==> src/rtl/uart_pkg.sv <==
/*
 * constants and receiver states for the asynchronous serial port
 * (10-bit and 11-bit frame modes).
 * assumes one 50 MHz clock; rate ticks come in as one-cycle enable pulses.
 */
package uart_pkg;

    // ------------------------------------------------------------
    // frame modes
    // ------------------------------------------------------------
    localparam logic [1:0] MODE_TEN      = 2'h1;  // 10-bit frame, timer rate
    localparam logic [1:0] MODE_ELEVEN_F = 2'h2;  // 11-bit frame, fixed rate
    localparam logic [1:0] MODE_ELEVEN_V = 2'h3;  // 11-bit frame, timer rate

    // ------------------------------------------------------------
    // counts
    // ------------------------------------------------------------
    localparam logic [3:0] SAMPLE_A      = 4'h6;  // 7th counter state
    localparam logic [3:0] SAMPLE_B      = 4'h7;  // 8th counter state
    localparam logic [3:0] SAMPLE_C      = 4'h8;  // 9th counter state
    localparam logic [3:0] PHASE_LAST    = 4'hf;  // rollover state
    localparam logic [8:0] RX_PRESET     = 9'h1ff; // shift register preset
    localparam logic [3:0] TX_BITS_TEN   = 4'ha;  // rollovers, 10-bit frame
    localparam logic [3:0] TX_BITS_ELEV  = 4'hb;  // rollovers, 11-bit frame
    localparam logic [4:0] FIXED_DIV_LO  = 5'h01; // 16x tick every cycle, /16 rate
    localparam logic [4:0] FIXED_DIV_HI  = 5'h02; // every second cycle, /32 rate

    // receiver states
    typedef enum logic [1:0] {RX_IDLE, RX_SHIFT, RX_HOLD} rx_state_t;

endpackage : uart_pkg

==> src/rtl/uart_tick_if.sv <==
/*
 * carries the 16x rate enable from the rate block to the port core.
 * assumes both ends share ref_clk.
 */
`timescale 1ns/1ps
interface uart_tick_if;
    logic tx_tick;   // 16x transmit rate enable
    logic rx_tick;   // 16x receive rate enable
    modport source (output tx_tick, output rx_tick);
    modport sink   (input  tx_tick, input  rx_tick);
endinterface : uart_tick_if

==> src/rtl/uart_port.sv <==
/*
 * serial port core: transmitter, receiver with majority vote and
 * address filter, sticky done flags and the combined request.
 * assumes software strobes are one-cycle pulses and rxd is synchronous.
 */
`timescale 1ns/1ps
module uart_port (
    input  wire logic       ref_clk,
    input  wire logic       rst,
    input  wire logic [1:0] frame_mode,
    input  wire logic       receive_enable,
    input  wire logic       address_filter_enable,
    input  wire logic       double_rate,
    input  wire logic       use_timer2,
    input  wire logic       timer1_ovf,
    input  wire logic       timer2_ovf,
    input  wire logic       transmit_ninth_bit,
    input  wire logic       buffer_write,
    input  wire logic [7:0] buffer_write_data,
    input  wire logic       receive_done_clear,
    input  wire logic       transmit_done_clear,
    input  wire logic       rxd,
    output logic            txd,
    output logic [7:0]      serial_data_buffer,
    output logic            received_ninth_bit,
    output logic            receive_done_flag,
    output logic            transmit_done_flag,
    output logic            serial_irq,
    output logic            sending
);
    // ------------------------------------------------------------
    // rate enable
    // ------------------------------------------------------------
    uart_tick_if ticks ();

    uart_rate_select u_rate (
        .ref_clk     (ref_clk),
        .rst         (rst),
        .frame_mode  (frame_mode),
        .double_rate (double_rate),
        .timer1_ovf  (timer1_ovf),
        .timer2_ovf  (timer2_ovf),
        .use_timer2  (use_timer2),
        .ticks       (ticks.source)
    );

    // ------------------------------------------------------------
    // state
    // ------------------------------------------------------------
    typedef struct packed {
        // transmitter
        logic [3:0]            tx_div;    // free divide-by-16 counter
        logic                  tx_req;    // write pending start
        logic                  tx_send;   // frame in progress
        logic                  tx_data;   // shift output on line
        logic [3:0]            tx_bit;    // bit times since start
        logic [8:0]            tx_shift;  // nine-position shift register
        logic                  tx_stop_in; // stop bit not yet inserted
        logic                  txd;       // line level
        // receiver
        uart_pkg::rx_state_t   rx_state;  // receive control state
        logic [3:0]            rx_div;    // receive divide-by-16 counter
        logic [8:0]            rx_shift;  // input shift register
        logic [2:0]            rx_votes;  // samples of current bit
        logic                  rx_prev;   // last 16x sample of line
        logic                  rx_first;  // first bit time pending
        // software view
        logic [7:0]            buf_data;  // receive buffer
        logic                  ninth;     // received ninth bit
        logic                  ri;        // receive done
        logic                  ti;        // transmit done
        logic                  irq;       // combined request
    } port_state_t;

    port_state_t s_reg;   // registered state
    port_state_t s_next;  // next state

    logic eleven;         // 11-bit frame in force
    logic tx_roll;        // transmit counter rollover
    logic rx_bit_end;     // receive bit boundary
    logic vote;           // majority result
    logic load_ok;        // filter conditions met
    logic set_ri;         // receive flag set this cycle
    logic set_ti;         // transmit flag set this cycle

    // next-state logic for whole port
    always_comb begin
        s_next     = s_reg;
        set_ri     = 1'b0;
        set_ti     = 1'b0;
        eleven     = frame_mode[1];
        tx_roll    = ticks.tx_tick && (s_reg.tx_div == uart_pkg::PHASE_LAST);
        rx_bit_end = ticks.rx_tick && (s_reg.rx_div == uart_pkg::PHASE_LAST);
        vote       = (s_reg.rx_votes[0] & s_reg.rx_votes[1])
                   | (s_reg.rx_votes[1] & s_reg.rx_votes[2])
                   | (s_reg.rx_votes[0] & s_reg.rx_votes[2]);
        load_ok    = 1'b0;

        // --------------------------------------------------------
        // transmitter
        // --------------------------------------------------------
        if (ticks.tx_tick) begin
            s_next.tx_div = s_reg.tx_div + 4'h1;
        end
        if (buffer_write && !s_reg.tx_send) begin
            // ninth position: stop bit for 10-bit, programmed bit for 11-bit
            s_next.tx_shift = {eleven ? transmit_ninth_bit : 1'b1,
                               buffer_write_data};
            s_next.tx_req   = 1'b1;
        end
        if (tx_roll && s_reg.tx_req) begin
            // bit times follow the free counter, not the write
            s_next.tx_req     = 1'b0;
            s_next.tx_send    = 1'b1;
            s_next.tx_data    = 1'b0;
            s_next.tx_bit     = 4'h1;
            s_next.tx_stop_in = eleven;
            s_next.txd        = 1'b0;
        end else if (tx_roll && s_reg.tx_send) begin
            s_next.tx_bit = s_reg.tx_bit + 4'h1;
            if (!s_reg.tx_data) begin
                s_next.tx_data = 1'b1;
                s_next.txd     = s_reg.tx_shift[0];
            end else begin
                // first shift puts the stop bit in (11-bit only; the 10-bit stop bit is loaded at the write); then zeros
                s_next.tx_shift   = {s_reg.tx_stop_in, s_reg.tx_shift[8:1]};
                s_next.tx_stop_in = 1'b0;
                s_next.txd        = s_reg.tx_stop_in ? s_reg.tx_shift[1]
                                  : (s_reg.tx_shift[8:1] == 8'h00 ? 1'b1
                                                                  : s_reg.tx_shift[1]);
                // tx_bit counts rollovers since the write, so this edge is the next one
                if (s_reg.tx_bit + 4'h1 == (eleven ? uart_pkg::TX_BITS_ELEV
                                                   : uart_pkg::TX_BITS_TEN)) begin
                    // last shift: line idles high
                    s_next.tx_send = 1'b0;
                    s_next.tx_data = 1'b0;
                    s_next.txd     = 1'b1;
                    set_ti         = 1'b1;
                end
            end
        end

        // --------------------------------------------------------
        // receiver
        // --------------------------------------------------------
        if (ticks.rx_tick) begin
            s_next.rx_prev = rxd;
        end
        case (s_reg.rx_state)
            uart_pkg::RX_IDLE: begin
                // edge search only while enabled
                if (receive_enable && ticks.rx_tick && s_reg.rx_prev && !rxd) begin
                    s_next.rx_state = uart_pkg::RX_SHIFT;
                    s_next.rx_div   = 4'h0;
                    s_next.rx_shift = uart_pkg::RX_PRESET;
                    s_next.rx_first = 1'b1;
                end
            end
            uart_pkg::RX_SHIFT: begin
                if (ticks.rx_tick) begin
                    s_next.rx_div = s_reg.rx_div + 4'h1;
                    if (s_reg.rx_div == uart_pkg::SAMPLE_A) begin
                        s_next.rx_votes[0] = rxd;
                    end
                    if (s_reg.rx_div == uart_pkg::SAMPLE_B) begin
                        s_next.rx_votes[1] = rxd;
                    end
                    if (s_reg.rx_div == uart_pkg::SAMPLE_C) begin
                        s_next.rx_votes[2] = rxd;
                    end
                end
                if (rx_bit_end) begin
                    s_next.rx_first = 1'b0;
                    if (s_reg.rx_first && vote) begin
                        s_next.rx_state = uart_pkg::RX_IDLE;
                    end else if (!s_reg.rx_shift[8]) begin
                        // final shift: this bit is the stop bit (10-bit) or ninth bit
                        load_ok = receive_enable && !s_reg.ri
                                  && (!address_filter_enable || vote);
                        if (load_ok) begin
                            // first data bit sits highest: reverse so it lands in bit 0
                            s_next.buf_data = {s_reg.rx_shift[0], s_reg.rx_shift[1],
                                               s_reg.rx_shift[2], s_reg.rx_shift[3],
                                               s_reg.rx_shift[4], s_reg.rx_shift[5],
                                               s_reg.rx_shift[6], s_reg.rx_shift[7]};
                            s_next.ninth    = vote;
                            set_ri          = 1'b1;
                        end
                        s_next.rx_state = eleven ? uart_pkg::RX_HOLD
                                                 : uart_pkg::RX_IDLE;
                    end else begin
                        s_next.rx_shift = {s_reg.rx_shift[7:0], vote};
                    end
                end
            end
            uart_pkg::RX_HOLD: begin
                // one more bit time before the search resumes
                if (ticks.rx_tick) begin
                    s_next.rx_div = s_reg.rx_div + 4'h1;
                end
                if (rx_bit_end) begin
                    s_next.rx_state = uart_pkg::RX_IDLE;
                end
            end
            default: begin
                s_next.rx_state = uart_pkg::RX_IDLE;
            end
        endcase
        if (!receive_enable) begin
            s_next.rx_state  = uart_pkg::RX_IDLE;
        end

        // --------------------------------------------------------
        // sticky flags: a set wins over a clear in the same cycle
        // --------------------------------------------------------
        s_next.ri  = set_ri | (s_reg.ri & ~receive_done_clear);
        s_next.ti  = set_ti | (s_reg.ti & ~transmit_done_clear);
        s_next.irq = s_next.ri | s_next.ti;
    end

    // register all state
    always_ff @(posedge ref_clk or posedge rst) begin
        if (rst) begin
            s_reg          <= '0;
            s_reg.txd      <= 1'b1;
            s_reg.rx_prev  <= 1'b1;
            s_reg.rx_state <= uart_pkg::RX_IDLE;
        end else begin
            s_reg <= s_next;
        end
    end

    // ------------------------------------------------------------
    // outputs straight from flip-flops
    // ------------------------------------------------------------
    assign txd                = s_reg.txd;
    assign serial_data_buffer = s_reg.buf_data;
    assign received_ninth_bit = s_reg.ninth;
    assign receive_done_flag  = s_reg.ri;
    assign transmit_done_flag = s_reg.ti;
    assign serial_irq         = s_reg.irq;
    assign sending            = s_reg.tx_send;
endmodule : uart_port

==> src/rtl/uart_rate_select.sv <==
/*
 * picks the 16x sampling enable per mode: cpu clock /1 or /2 for the
 * fixed-rate mode, timer overflow pulses otherwise.
 * assumes timer overflow inputs are one-cycle pulses on ref_clk.
 */
`timescale 1ns/1ps
module uart_rate_select (
    input  wire logic       ref_clk,
    input  wire logic       rst,
    input  wire logic [1:0] frame_mode,
    input  wire logic       double_rate,
    input  wire logic       timer1_ovf,
    input  wire logic       timer2_ovf,
    input  wire logic       use_timer2,
    uart_tick_if.source     ticks
);
    // ------------------------------------------------------------
    // state
    // ------------------------------------------------------------
    typedef struct packed {
        logic [4:0] div;   // fixed-rate prescaler
        logic       tick;  // registered enable
    } rate_state_t;

    rate_state_t s_reg;    // registered state
    rate_state_t s_next;   // next state
    logic [4:0]  limit;    // prescale limit

    // next-state logic
    always_comb begin
        s_next = s_reg;
        limit  = double_rate ? uart_pkg::FIXED_DIV_LO : uart_pkg::FIXED_DIV_HI;
        s_next.tick = 1'b0;
        if (frame_mode == uart_pkg::MODE_ELEVEN_F) begin
            // fixed rate: divider on the cpu clock
            if (s_reg.div + 5'h01 >= limit) begin
                s_next.div  = 5'h00;
                s_next.tick = 1'b1;
            end else begin
                s_next.div = s_reg.div + 5'h01;
            end
        end else if (frame_mode == uart_pkg::MODE_TEN) begin
            s_next.tick = use_timer2 ? timer2_ovf : timer1_ovf;
        end else begin
            s_next.tick = timer1_ovf;
        end
    end

    // register
    always_ff @(posedge ref_clk or posedge rst) begin
        if (rst) begin
            s_reg <= '0;
        end else begin
            s_reg <= s_next;
        end
    end

    assign ticks.tx_tick = s_reg.tick;
    assign ticks.rx_tick = s_reg.tick;
endmodule : uart_rate_select

==> config.mk <==
export PLATFORM = sky130hd
export DESIGN_NAME = uart_port
export DESIGN_NICKNAME = d
export VERILOG_FILES = /design/src/rtl/uart_pkg.sv /design/src/rtl/uart_tick_if.sv /design/src/rtl/uart_port.sv /design/src/rtl/uart_rate_select.sv
export SDC_FILE = /design/constraint.sdc
export NUM_CORES = 1
export LEC_CHECK = 0
export ABC_AREA = 1
export BUFFER_PORTS_ARGS = -buffer_cell sky130_fd_sc_hd__buf_2
export CORE_MARGIN = 2
export CORE_UTILIZATION = 45
export CTS_CLUSTER_DIAMETER = 30
export DETAILED_ROUTE_END_ITERATION = 10
export PLACE_DENSITY = 0.62
export SLEW_MARGIN = 30
export SYNTH_ARGS = -nofsm -noshare
export SYNTH_HDL_FRONTEND = slang
export SYNTH_HIERARCHICAL = 1
export SYNTH_SLANG_ARGS = --single-unit
==> constraint.sdc <==
create_clock -name ref_clk -period 1.9 [get_ports ref_clk]
set_input_delay 0.38 -clock ref_clk [delete_from_list [all_inputs] [get_ports ref_clk]]
set_output_delay 0.38 -clock ref_clk [all_outputs]
set_load 0.005 [all_outputs]
-- After elaboration in Yosys (flattened, before gate mapping)
Cells that the tools add are included.
W data, S select, Z words.
- output and inout port bits: 14
- register bits after elaboration: 60
- word-level logic and storage cells: 150
- input port bits: 23
- muxes and demuxes: 52
- equal/unequal tests: 19
- add/sub/neg operators: 4
- reductions and logical operators: 36
- bitwise operators: 14
- $lt $le $gt $ge: 1
- operators with widths (cell ; number):
    $mux W9 ; 8
    $mux W1 ; 24
    $mux W10 ; 2
    $mux W2 ; 9
    $pmux W9 S2 ; 1
    $reduce_and A3 Y1 ; 6
    $mux W17 ; 1
    $mux W15 ; 1
    $add A4 B1 Y4 const B ; 3
    $eq A4 B4 Y1 const B ; 3
    $reduce_bool A2 Y1 ; 6
    $logic_and A1 B1 Y1 ; 11
    $reduce_and A5 Y1 ; 2
    $ne A3 B3 Y1 const B ; 3
    $eq A4 B3 Y1 const B ; 2
    $logic_not A8 Y1 ; 1
    $ne A2 B2 Y1 const B ; 4
    $pmux W4 S2 ; 1
    $reduce_and A4 Y1 ; 2
    $mux W6 ; 1
    $pmux W2 S3 ; 1
    $add A5 B1 Y5 const B ; 1
    $and A1 B1 Y1 ; 5
    $ge A5 B5 Y1 ; 1
    15 further kinds ; 27

-- Logic depth before layout (Yosys ltp)
Gate-level depths: netlist of run 1.
- depth in word-level cells: 12
- depth in mapped cells: 10
- depth with buffers taken out: 10

-- Hierarchy
Netlist of run 1, hierarchy kept.
- by module, submodules not included (module ; area each (µm²) ; cells an instance ; times used ; seq. area each (µm²)):
    uart_port ; 2854.0 ; 352 ; 1 ; 1353.8
    uart_rate_select ; 361.6 ; 47 ; 1 ; 150.1

-- Worst setup path after synthesis of run 1
No wires, ideal clock.
- path type: reg2reg
- from: register s_reg[31] (netlist name)
- to: register s_reg, in the netlist serial_data_buffer[0]
- setup time: 117 ps
- clock period less this slack: 1522 ps
- path slack: 378 ps
- buffers on the path: 2
- required time: 1783 ps
- arrival: 1406 ps
- stages on the path, launching flop included: 10
- cells stage by stage: dfrtp_1 -> inv_1 -> ha_1 -> buf_2 -> nand4_1 -> nor2_2 -> nand3_4 -> buf_6 -> nand2_2 -> o21ai_2
- cells in the longest elaborated chain, start to end: 2
- RTL lines (item ; RTL line ; text):
    start, declared ; uart_port.sv:75 ; port_state_t s_reg;
    start signal, assigned ; uart_port.sv:229 ; s_reg <= s_next;
    $eq A2 B1 Y1 ; uart_port.sv:149 ; case (s_reg.rx_state)
    $reduce_and A5 Y1 (no line) ; - ;
Every way passes these cells.
A chain may end at the register's enable or synchronous reset.

==> results.py, run 1 <==
metrics = {
    "status": {
        "status": "completed",
    },
    "sta": {
        "rsz0062_at_grt": "no",
        "slew_headroom": 0.6920,
        "setup-tns-final_ns": 0,
        "worst_pin_slew_ns": 0.4588,
        "setup_ws_ns": 0.2400,
        "fin_skew_ns": 0.006583,
        "period_share": 0.8737,
        "max_freq_ghz": 0.6024,
        "period_minus_slack_ns": 1.660,
        "hold_viol_final": 0,
        "slew_viol_final": 0,
        "setup_viol": 0,
    },
    "detailed_routing": {
        "viasPerCell": 4.632,
        "drt_pass1_iterations": 4,
        "drtAntennaViolNets": 0,
        "wl_per_cell_um": 11.01,
        "drc": 0,
        "dr.first_iter.drc_count": 84,
        "detail_route.wirelength_mm": 5.921,
        "vias": 2492,
    },
    "job": {
        "max-cap-violations": 0,
    },
    "synthesis": {
        "yosys_warnings": 6,
        "synth_nets": 435,
        "ys_seq_elements": 60,
        "synth_top_area_cell": "dfrtp_1",
        "synth_top_area_share": 0.4514,
        "syn_inst": 399,
        "syn_area_sq_um": 3216,
        "synth_cell_types": 31,
        "synthTopCellsByArea": "dfrtp_1 (45%), nand2_1 (13%), inv_1 (6.2%)",
        "ys_seq_area_frac": 0.4677,
        "syn_avg_cell_area_sq_um": 8.059,
    },
    "die": {
        "core_sq_um": 6869,
        "num_rows": 30,
        "dieArea_sq_um": 7838,
        "die-height_um": 88.53,
        "start_util": 0.4681,
        "die_w_um": 88.53,
        "ios": 37,
    },
    "worst_setup_path": {
        "worstPathMaxFanout": 19,
        "cp-start-kind": "register",
        "criticalPathCategory": "reg2reg",
        "end_kind": "register",
        "crit_required_ns": 2.18,
        "critPathArrivalTime_ns": 1.94,
    },
    "cts": {
        "clk_latency_ns": 0.35,
        "post-cts-setup-buffers": 0,
        "cts_tree": "built",
        "cts_buffer_depth": 2,
        "cts_buffers": 9,
        "cts.sinks": 60,
        "htreeDepth": 3,
        "clk_pin_slew_ns": 0.07,
        "cts_root_buf": "clkbuf_8",
    },
    "power_and_ir_drop": {
        "p_sw_frac": 0.3647,
        "power_frac_comb": 0.316,
        "p_seq_frac": 0.393,
        "power.internal_mw": 3.116,
        "power_density_nw_per_um2": 1320,
        "power.switching_mw": 1.789,
        "vdd_drop_max_v": 0.0006616,
        "power_leakage_nw": 1.945,
        "p_clk_frac": 0.291,
    },
    "final_layout": {
        "final_common_cell": "nand2_1",
        "nFillCells": 643,
        "largest_reg_flops": 40,
        "diodes": 0,
        "layout_common_cells": "nand2_1 (114), dfrtp_1 (58), inv_1 (52)",
        "area_delta_synth_final_pct": 15.56,
        "drive_above_1_share": 0.2036,
        "final-instance-count-excl-fill": 538,
        "fin_nets": 473,
    },
    "grt": {
        "antenna_found_initial": 0,
        "track_usage": 0.1733,
        "grt_pass1_wl_mm": 10.44,
        "grt_max_degree": 39,
        "grt_remaining_overflow": 0,
        "grt_pass1_vias": 2371,
    },
    "place": {
        "dp_slack_ns": 0.1916,
        "portBuffers": 36,
        "hpwl_mm": 4.289,
        "gp_congestion": 0.8307,
        "placed_cells": 521,
    },
    "hold_path": {
        "hp-class": "in2reg",
    },
}
[routing by layer]
metal / global-route usage / share of wire
met1: 0.2262 / 0.50
met2: 0.2727 / 0.45
met3: 0.06250 / 0.038
met4: 0.05096 / 0.011
met5: 0 / 0
[area by class of cell]
type,instances,area (sq um),share of cell area
clock buffers,9,123.9,0.03333
clock inverters,7,123.9,0.03333
inverters,58,217.7,0.05859
multi-input cells,267,1394,0.3751
flip-flops and latches,60,1504,0.4047
well taps,96,120.1,0.03232
repair buffers,41,232.7,0.06263
[through the flow]
| stage | cell area (sq um) | hold slack, ns | total power, mW | util |
|---|---|---|---|---|
| 2_1_floorplan | 3216 | 0.1710 | 3.113 | - |
| 3_3_place_gp | 3456 | 0.3258 | 3.469 | 0.5031 |
| 3_5_place_dp | 3456 | 0.3224 | 3.506 | 0.5031 |
| 4_1_cts | 3714 | 0.2668 | 4.967 | 0.5406 |
| 5_1_grt | 3716 | 0.2810 | 5.326 | 0.5410 |
| 6_report | 3716 | 0.2760 | 4.905 | 0.5410 |
[worst max-delay path, cell delays in order, from the launching register on]
cell and delay, ns:
dfrtp_1 0.40, inv_1 0.13, ha_2 0.27, nand4_1 0.12
nor2_2 0.14, nand3_4 0.24, nand2_1 0.16, inv_1 0.06
nand3_1 0.06
[what timing repair did]
action	CTS	global route
endpoints found under the hold margin	6	0
hold buffers	1	0
setup endpoints to repair	0	6
resized for setup	0	1
[cell families (layout without fill, tap and decap cells)]
| kind of cell | Yosys count | after routing | share of synthesized area |
|---|---|---|---|
| AOI/OAI and AO/OA | 62 | 62 | 0.1117 |
| xor gates and xnor gates | 6 | 6 | 0.01634 |
| adders and majority gates | 13 | 13 | 0.05058 |
| buffers and inverters | 72 | 115 | 0.09961 |
| DFF | 60 | 60 | 0.4677 |
| and+or+nand+nor | 186 | 186 | 0.2541 |
[power by group through the flow]
stage | Clock (mW) | Combinational (mW) | Sequential, mW
4_1_cts | 1.47 | 1.57 | 1.93
2_1_floorplan | 0 | 1.22 | 1.89
3_3_place_gp | 0 | 1.53 | 1.94
3_5_place_dp | 0 | 1.56 | 1.95
6_report | 1.43 | 1.55 | 1.93
5_1_grt | 1.51 | 1.83 | 1.98
[path summary, 6_finish.rpt]
check                           from               to  slack [ns]  cells after the start
min reg2reg                      txd              txd        0.47                      2
max                        s_reg[31]       serial_irq        0.24                      8
min                              rxd        s_reg[15]        0.28                      3
min in group asynchronous        rst  u_rate/s_reg[3]        0.50                      3
max in group asynchronous        rst              txd        0.74                      4
max reg2reg                s_reg[31]       serial_irq        0.24                      8
[Yosys cell counts (all sizes together)]
cell type / instances
nand4: 5
nand3b: 1
inv: 56
xor2: 4
dfstp: 2
o22ai: 2
xnor2: 2
nor3: 1
nand2: 120
or2: 1
o21ai: 54
nand3: 21
dfrtp: 58
ha: 13
o21a: 2
nor2: 37
clkbuf: 2
a21oi: 4
buf: 12
clkinv: 2
Power figures use the tool's default switching activity.
==> run 2: changes to the inputs <==
==> constraint.sdc (replaced) <==
create_clock -name ref_clk -period 1.9 [get_ports ref_clk]
set_input_delay 0.095 -clock ref_clk [delete_from_list [all_inputs] [get_ports ref_clk]]
set_output_delay 0.095 -clock ref_clk [all_outputs]
set_load 0.005 [all_outputs]
==> results.py, run 2 (synthesized netlist as in run 1, its figures left out) <==
metrics = {
    "status": {
        "status": "completed",
    },
    "die": {
        "dieArea_sq_um": 7838,
        "num_rows": 30,
        "core_sq_um": 6869,
        "start_util": 0.4681,
        "ios": 37,
        "die_w_um": 88.53,
        "die-height_um": 88.53,
    },
    "detailed_routing": {
        "vias": 2482,
        "drtAntennaViolNets": 0,
        "dr.first_iter.drc_count": 65,
        "viasPerCell": 4.596,
        "detail_route.wirelength_mm": 5.816,
        "wl_per_cell_um": 10.77,
        "drc": 0,
        "drt_pass1_iterations": 4,
    },
    "sta": {
        "fin_skew_ns": 0.008764,
        "max_freq_ghz": 0.5768,
        "slew_viol_final": 0,
        "rsz0062_at_grt": "no",
        "slew_headroom": 0.6898,
        "period_share": 0.9125,
        "fin_hold_ws_ns": 0.01379,
        "period_minus_slack_ns": 1.734,
        "setup-tns-final_ns": 0,
        "hold_viol_final": 0,
        "setup_viol": 0,
        "setup_ws_ns": 0.1663,
        "worst_pin_slew_ns": 0.4621,
    },
    "final_layout": {
        "final_common_cell": "nand2_1",
        "nFillCells": 681,
        "drive_above_1_share": 0.2005,
        "fin_nets": 475,
        "area_delta_synth_final_pct": 15.02,
        "largest_reg_flops": 40,
        "diodes": 0,
        "layout_common_cells": "nand2_1 (114), dfrtp_1 (58), inv_1 (52)",
        "multi_input_area_sq_um": 1391,
        "seq_area_sq_um": 1504,
    },
    "worst_setup_path": {
        "cp_top_family": "simple AND/OR/NAND/NOR gates",
        "crit_slowest_cell": "dfrtp_1",
        "critPathArrivalTime_ns": 2.00,
        "crit_path_frequent_cell": "inv_1",
        "crit_path_max_incr_delay_ns": 0.40,
        "critPathBufInv": 2,
        "worstSetupPathDepth": 8,
        "worstPathMaxFanout": 19,
        "cp-start-kind": "register",
        "r2r-end": "serial_irq",
        "r2r_slack_ns": 0.17,
        "crit_required_ns": 2.17,
        "path_cells": "inv_1 > ha_1 > nand4_1 > nor2_2 > nand3_4 > nand2_1 > inv_1 > nand3_1",
        "rr_startpoint": "s_reg[31]",
        "criticalPathCategory": "reg2reg",
        "rr_worst_depth": 8,
        "end_kind": "register",
    },
    "hold_path": {
        "hold_path_end": "s_reg[30]",
        "holdPathStages": 3,
        "hp-class": "in2reg",
        "hold_path.startpoint": "receive_enable",
    },
    "power_and_ir_drop": {
        "vdd_drop_max_v": 0.0006885,
        "finalPower_mw": 4.770,
        "power_density_nw_per_um2": 1290,
        "power_leakage_nw": 1.934,
    },
    "place": {
        "portBuffers": 36,
        "hpwl_mm": 4.233,
        "gp_congestion": 0.8050,
        "dp_slack_ns": 0.1640,
    },
    "cts": {
        "cts.sinks": 60,
        "cts_hold_buf": 3,
        "cts_resized": 0,
        "post-cts-setup-buffers": 0,
        "cts_buffers": 9,
        "cts_tree": "built",
        "cts_buffer_depth": 2,
        "cts_root_buf": "clkbuf_8",
        "htreeDepth": 3,
        "clk_pin_slew_ns": 0.07,
        "clk_latency_ns": 0.34,
    },
    "grt": {
        "grt_pass1_wl_mm": 10.18,
        "antenna_found_initial": 0,
        "grt_max_degree": 21,
        "grt_pass1_vias": 2348,
        "grt_remaining_overflow": 0,
        "track_usage": 0.1673,
    },
    "job": {
        "max-cap-violations": 0,
    },
}
==> run 2: tightest hold or removal path, stage by stage <==
cell	delay (ns)
buf_2	0.13
nand2_1	0.07
nor2_1	0.03
==> run 2: layout make-up <==
cell class,instances,area share
flip-flops and latches,60,0.4066
clock buffers,10,0.03721
multi-input cells,267,0.3762
inverters,58,0.05886
repair buffers,43,0.06495
clock inverters,6,0.02368
well taps,96,0.03248
==> run 2: report_power, final <==
group	switching [mW]	total [mW]	internal (mW)
sequential	0.265	1.93	1.67
clock	0.528	1.30	0.771
combinational	0.973	1.54	0.567
total	1.77	4.77	3.00
==> run 2: worst max-delay path by stage <==
stage               startpoint                    end
finish               s_reg[31]             serial_irq
global route         s_reg[31]             serial_irq
CTS                  s_reg[31]             serial_irq
detailed placement   s_reg[31]             serial_irq
global placement     s_reg[31]              s_reg[20]
floorplan            s_reg[31]  serial_data_buffer[0]
==> run 2: through the flow <==
step                      std cells  utilization  area [sq um]
after global routing            540       0.5384          3699
after CTS                       540       0.5384          3699
after global placement          521       0.5013          3443
after detailed placement        521       0.5013          3443
final                           540       0.5384          3699
after floorplan                 399            -          3216
==> run 2: layer usage <==
metal  vias up  track usage  share of wire
met3         2      0.05597          0.040
met2        44       0.2686           0.45
met5         -            0              0
met4         0      0.04545         0.0055
met1      1109       0.2176           0.50
li1       1327            -              -
==> run 3: changes to the inputs <==
clock period = 1.87 ns   (was 1.9 ns; I/O delays follow)
==> results.py, run 3 (synthesized netlist as in run 1, its figures left out) <==
metrics = {
    "final_layout": {
        "diodes": 0,
        "final_common_cell": "nand2_1",
        "largest_reg_flops": 40,
        "fin_nets": 475,
        "nFillCells": 661,
        "drive_above_1_share": 0.2005,
        "layout_common_cells": "nand2_1 (114), dfrtp_1 (58), inv_1 (52)",
        "fin_util": 0.5393,
        "area_delta_synth_final_pct": 15.21,
    },
    "detailed_routing": {
        "wl_per_cell_um": 11.06,
        "detail_route.wirelength_mm": 5.973,
        "drt_pass1_iterations": 4,
        "drc": 0,
        "drtAntennaViolNets": 0,
        "viasPerCell": 4.717,
        "dr.first_iter.drc_count": 133,
        "vias": 2547,
    },
    "sta": {
        "period_minus_slack_ns": 1.642,
        "slew_headroom": 0.7119,
        "max_freq_ghz": 0.6091,
        "setup_viol": 0,
        "slew_viol_final": 0,
        "setup-tns-final_ns": 0,
        "fin_skew_ns": 0.007834,
        "hold_viol_final": 0,
        "period_share": 0.8779,
        "rsz0062_at_grt": "no",
        "worst_pin_slew_ns": 0.4292,
    },
    "worst_setup_path": {
        "crit_slowest_cell": "dfrtp_1",
        "criticalPathCategory": "reg2reg",
        "critical_path.startpoint": "s_reg[31]",
        "rr_startpoint": "s_reg[31]",
        "worstPathMaxFanout": 19,
        "crit_path_max_incr_delay_ns": 0.40,
        "crit_path_frequent_cell": "inv_1",
        "end_kind": "register",
        "cp-start-kind": "register",
        "crit_required_ns": 2.14,
        "path_cells": "inv_1 > ha_2 > nand4_1 > nor2_2 > nand3_4 > nand2_1 > inv_1 > nand3_1",
        "critPathArrivalTime_ns": 1.91,
    },
    "die": {
        "core_sq_um": 6869,
        "die-height_um": 88.53,
        "num_rows": 30,
        "start_util": 0.4681,
        "ios": 37,
        "die_w_um": 88.53,
        "dieArea_sq_um": 7838,
    },
    "job": {
        "max-cap-violations": 0,
    },
    "power_and_ir_drop": {
        "power_leakage_nw": 1.946,
        "vdd_drop_max_v": 0.0006647,
        "power_density_nw_per_um2": 1301,
    },
    "cts": {
        "cts_buffer_depth": 2,
        "cts.sinks": 60,
        "post-cts-setup-buffers": 0,
        "cts_tree": "built",
        "htreeDepth": 3,
        "cts_root_buf": "clkbuf_8",
        "cts_buffers": 9,
        "clk_latency_ns": 0.33,
        "clk_pin_slew_ns": 0.07,
    },
    "place": {
        "portBuffers": 36,
        "hpwl_mm": 4.341,
        "gp_congestion": 0.8367,
    },
    "status": {
        "status": "completed",
    },
    "grt": {
        "track_usage": 0.1742,
        "antenna_found_initial": 0,
        "grt_pass1_vias": 2426,
        "grt_remaining_overflow": 0,
        "grt_max_degree": 37,
        "grt_pass1_wl_mm": 10.62,
    },
    "hold_path": {
        "hold_path.startpoint": "receive_enable",
        "hp-class": "in2reg",
    },
}
## run 3: cell types whose count changed in the layout (fill, tap and decap cells not counted)
| cell | delta |
|---|---|
| ha_2 | +1 |
| clkinvlp_4 | -3 |
| clkbuf_1 | +1 |
| ha_1 | -1 |
| buf_4 | -1 |
| buf_12 | +1 |
| clkinv_2 | +2 |
## run 3: metal layers
| metal | part of all wire | GRT usage |
|---|---|---|
| met2 | 0.48 | 0.2843 |
| met4 | 0.0082 | 0.04545 |
| met1 | 0.47 | 0.2203 |
| met5 | 0 | 0 |
| met3 | 0.046 | 0.06343 |
## run 3: worst max-delay path: cells and delay by family (launching register included)
| family | cells | cell delay, ns |
|---|---|---|
| buf+inv | 2 | 0.18 |
| simple gates | 5 | 0.73 |
| flops | 1 | 0.40 |
| fa+ha+maj | 1 | 0.27 |
## run 3: final timing paths
check	endpoint	slack, ns	cells past startpoint
max	serial_irq	0.23	8
max reg2reg	serial_irq	0.23	8
min reg2reg	txd	0.47	2
max in group asynchronous	s_reg[13]	0.97	4
min in group asynchronous	u_rate/s_reg[2]	0.24	3
min	s_reg[30]	0.04	3
## run 3: area by class of cell
class                      instances  area [sq um]  share of cell area
inverter                          58         217.7             0.05876
sequential                        60          1504              0.4059
multi-input combinational        267          1394              0.3762
clock buffer                      11         141.4             0.03816
tap                               96         120.1             0.03242
timing repair buffer              43         252.7             0.06822
clock inverter                     5         75.07             0.02026
## run 3: stage by stage
| stage | std cells | area, sq um | power, mW | hold slack [ns] | worst slack, ns |
|---|---|---|---|---|---|
| floorplan | 399 | 3216 | 3.163 | -0.1155 | 0.3478 |
| global placement | 521 | 3456 | 3.523 | 0.04139 | 0.2224 |
| detailed placement | 521 | 3456 | 3.572 | 0.04028 | 0.1616 |
| CTS | 540 | 3702 | 4.885 | 0.01421 | 0.1404 |
| global route | 540 | 3705 | 5.283 | 0.01748 | 0.01559 |
| finish | 540 | 3705 | 4.819 | 0.03513 | 0.2283 |
## run 3: timing repair
| action | in CTS | in global routing |
|---|---|---|
| hold buffers | 3 | 0 |
| setup endpoints to repair | 0 | 9 |
| gates resized for setup | 0 | 1 |
| hold endpoints to repair | 25 | 0 |
## run 3: where the power goes
group | total (mW) | leakage, nW | switching (mW) | internal [mW]
Combinational | 1.58 | 1.09 | 0.995 | 0.586
Sequential | 1.96 | 0.746 | 0.266 | 1.69
Clock | 1.28 | 0.113 | 0.500 | 0.780
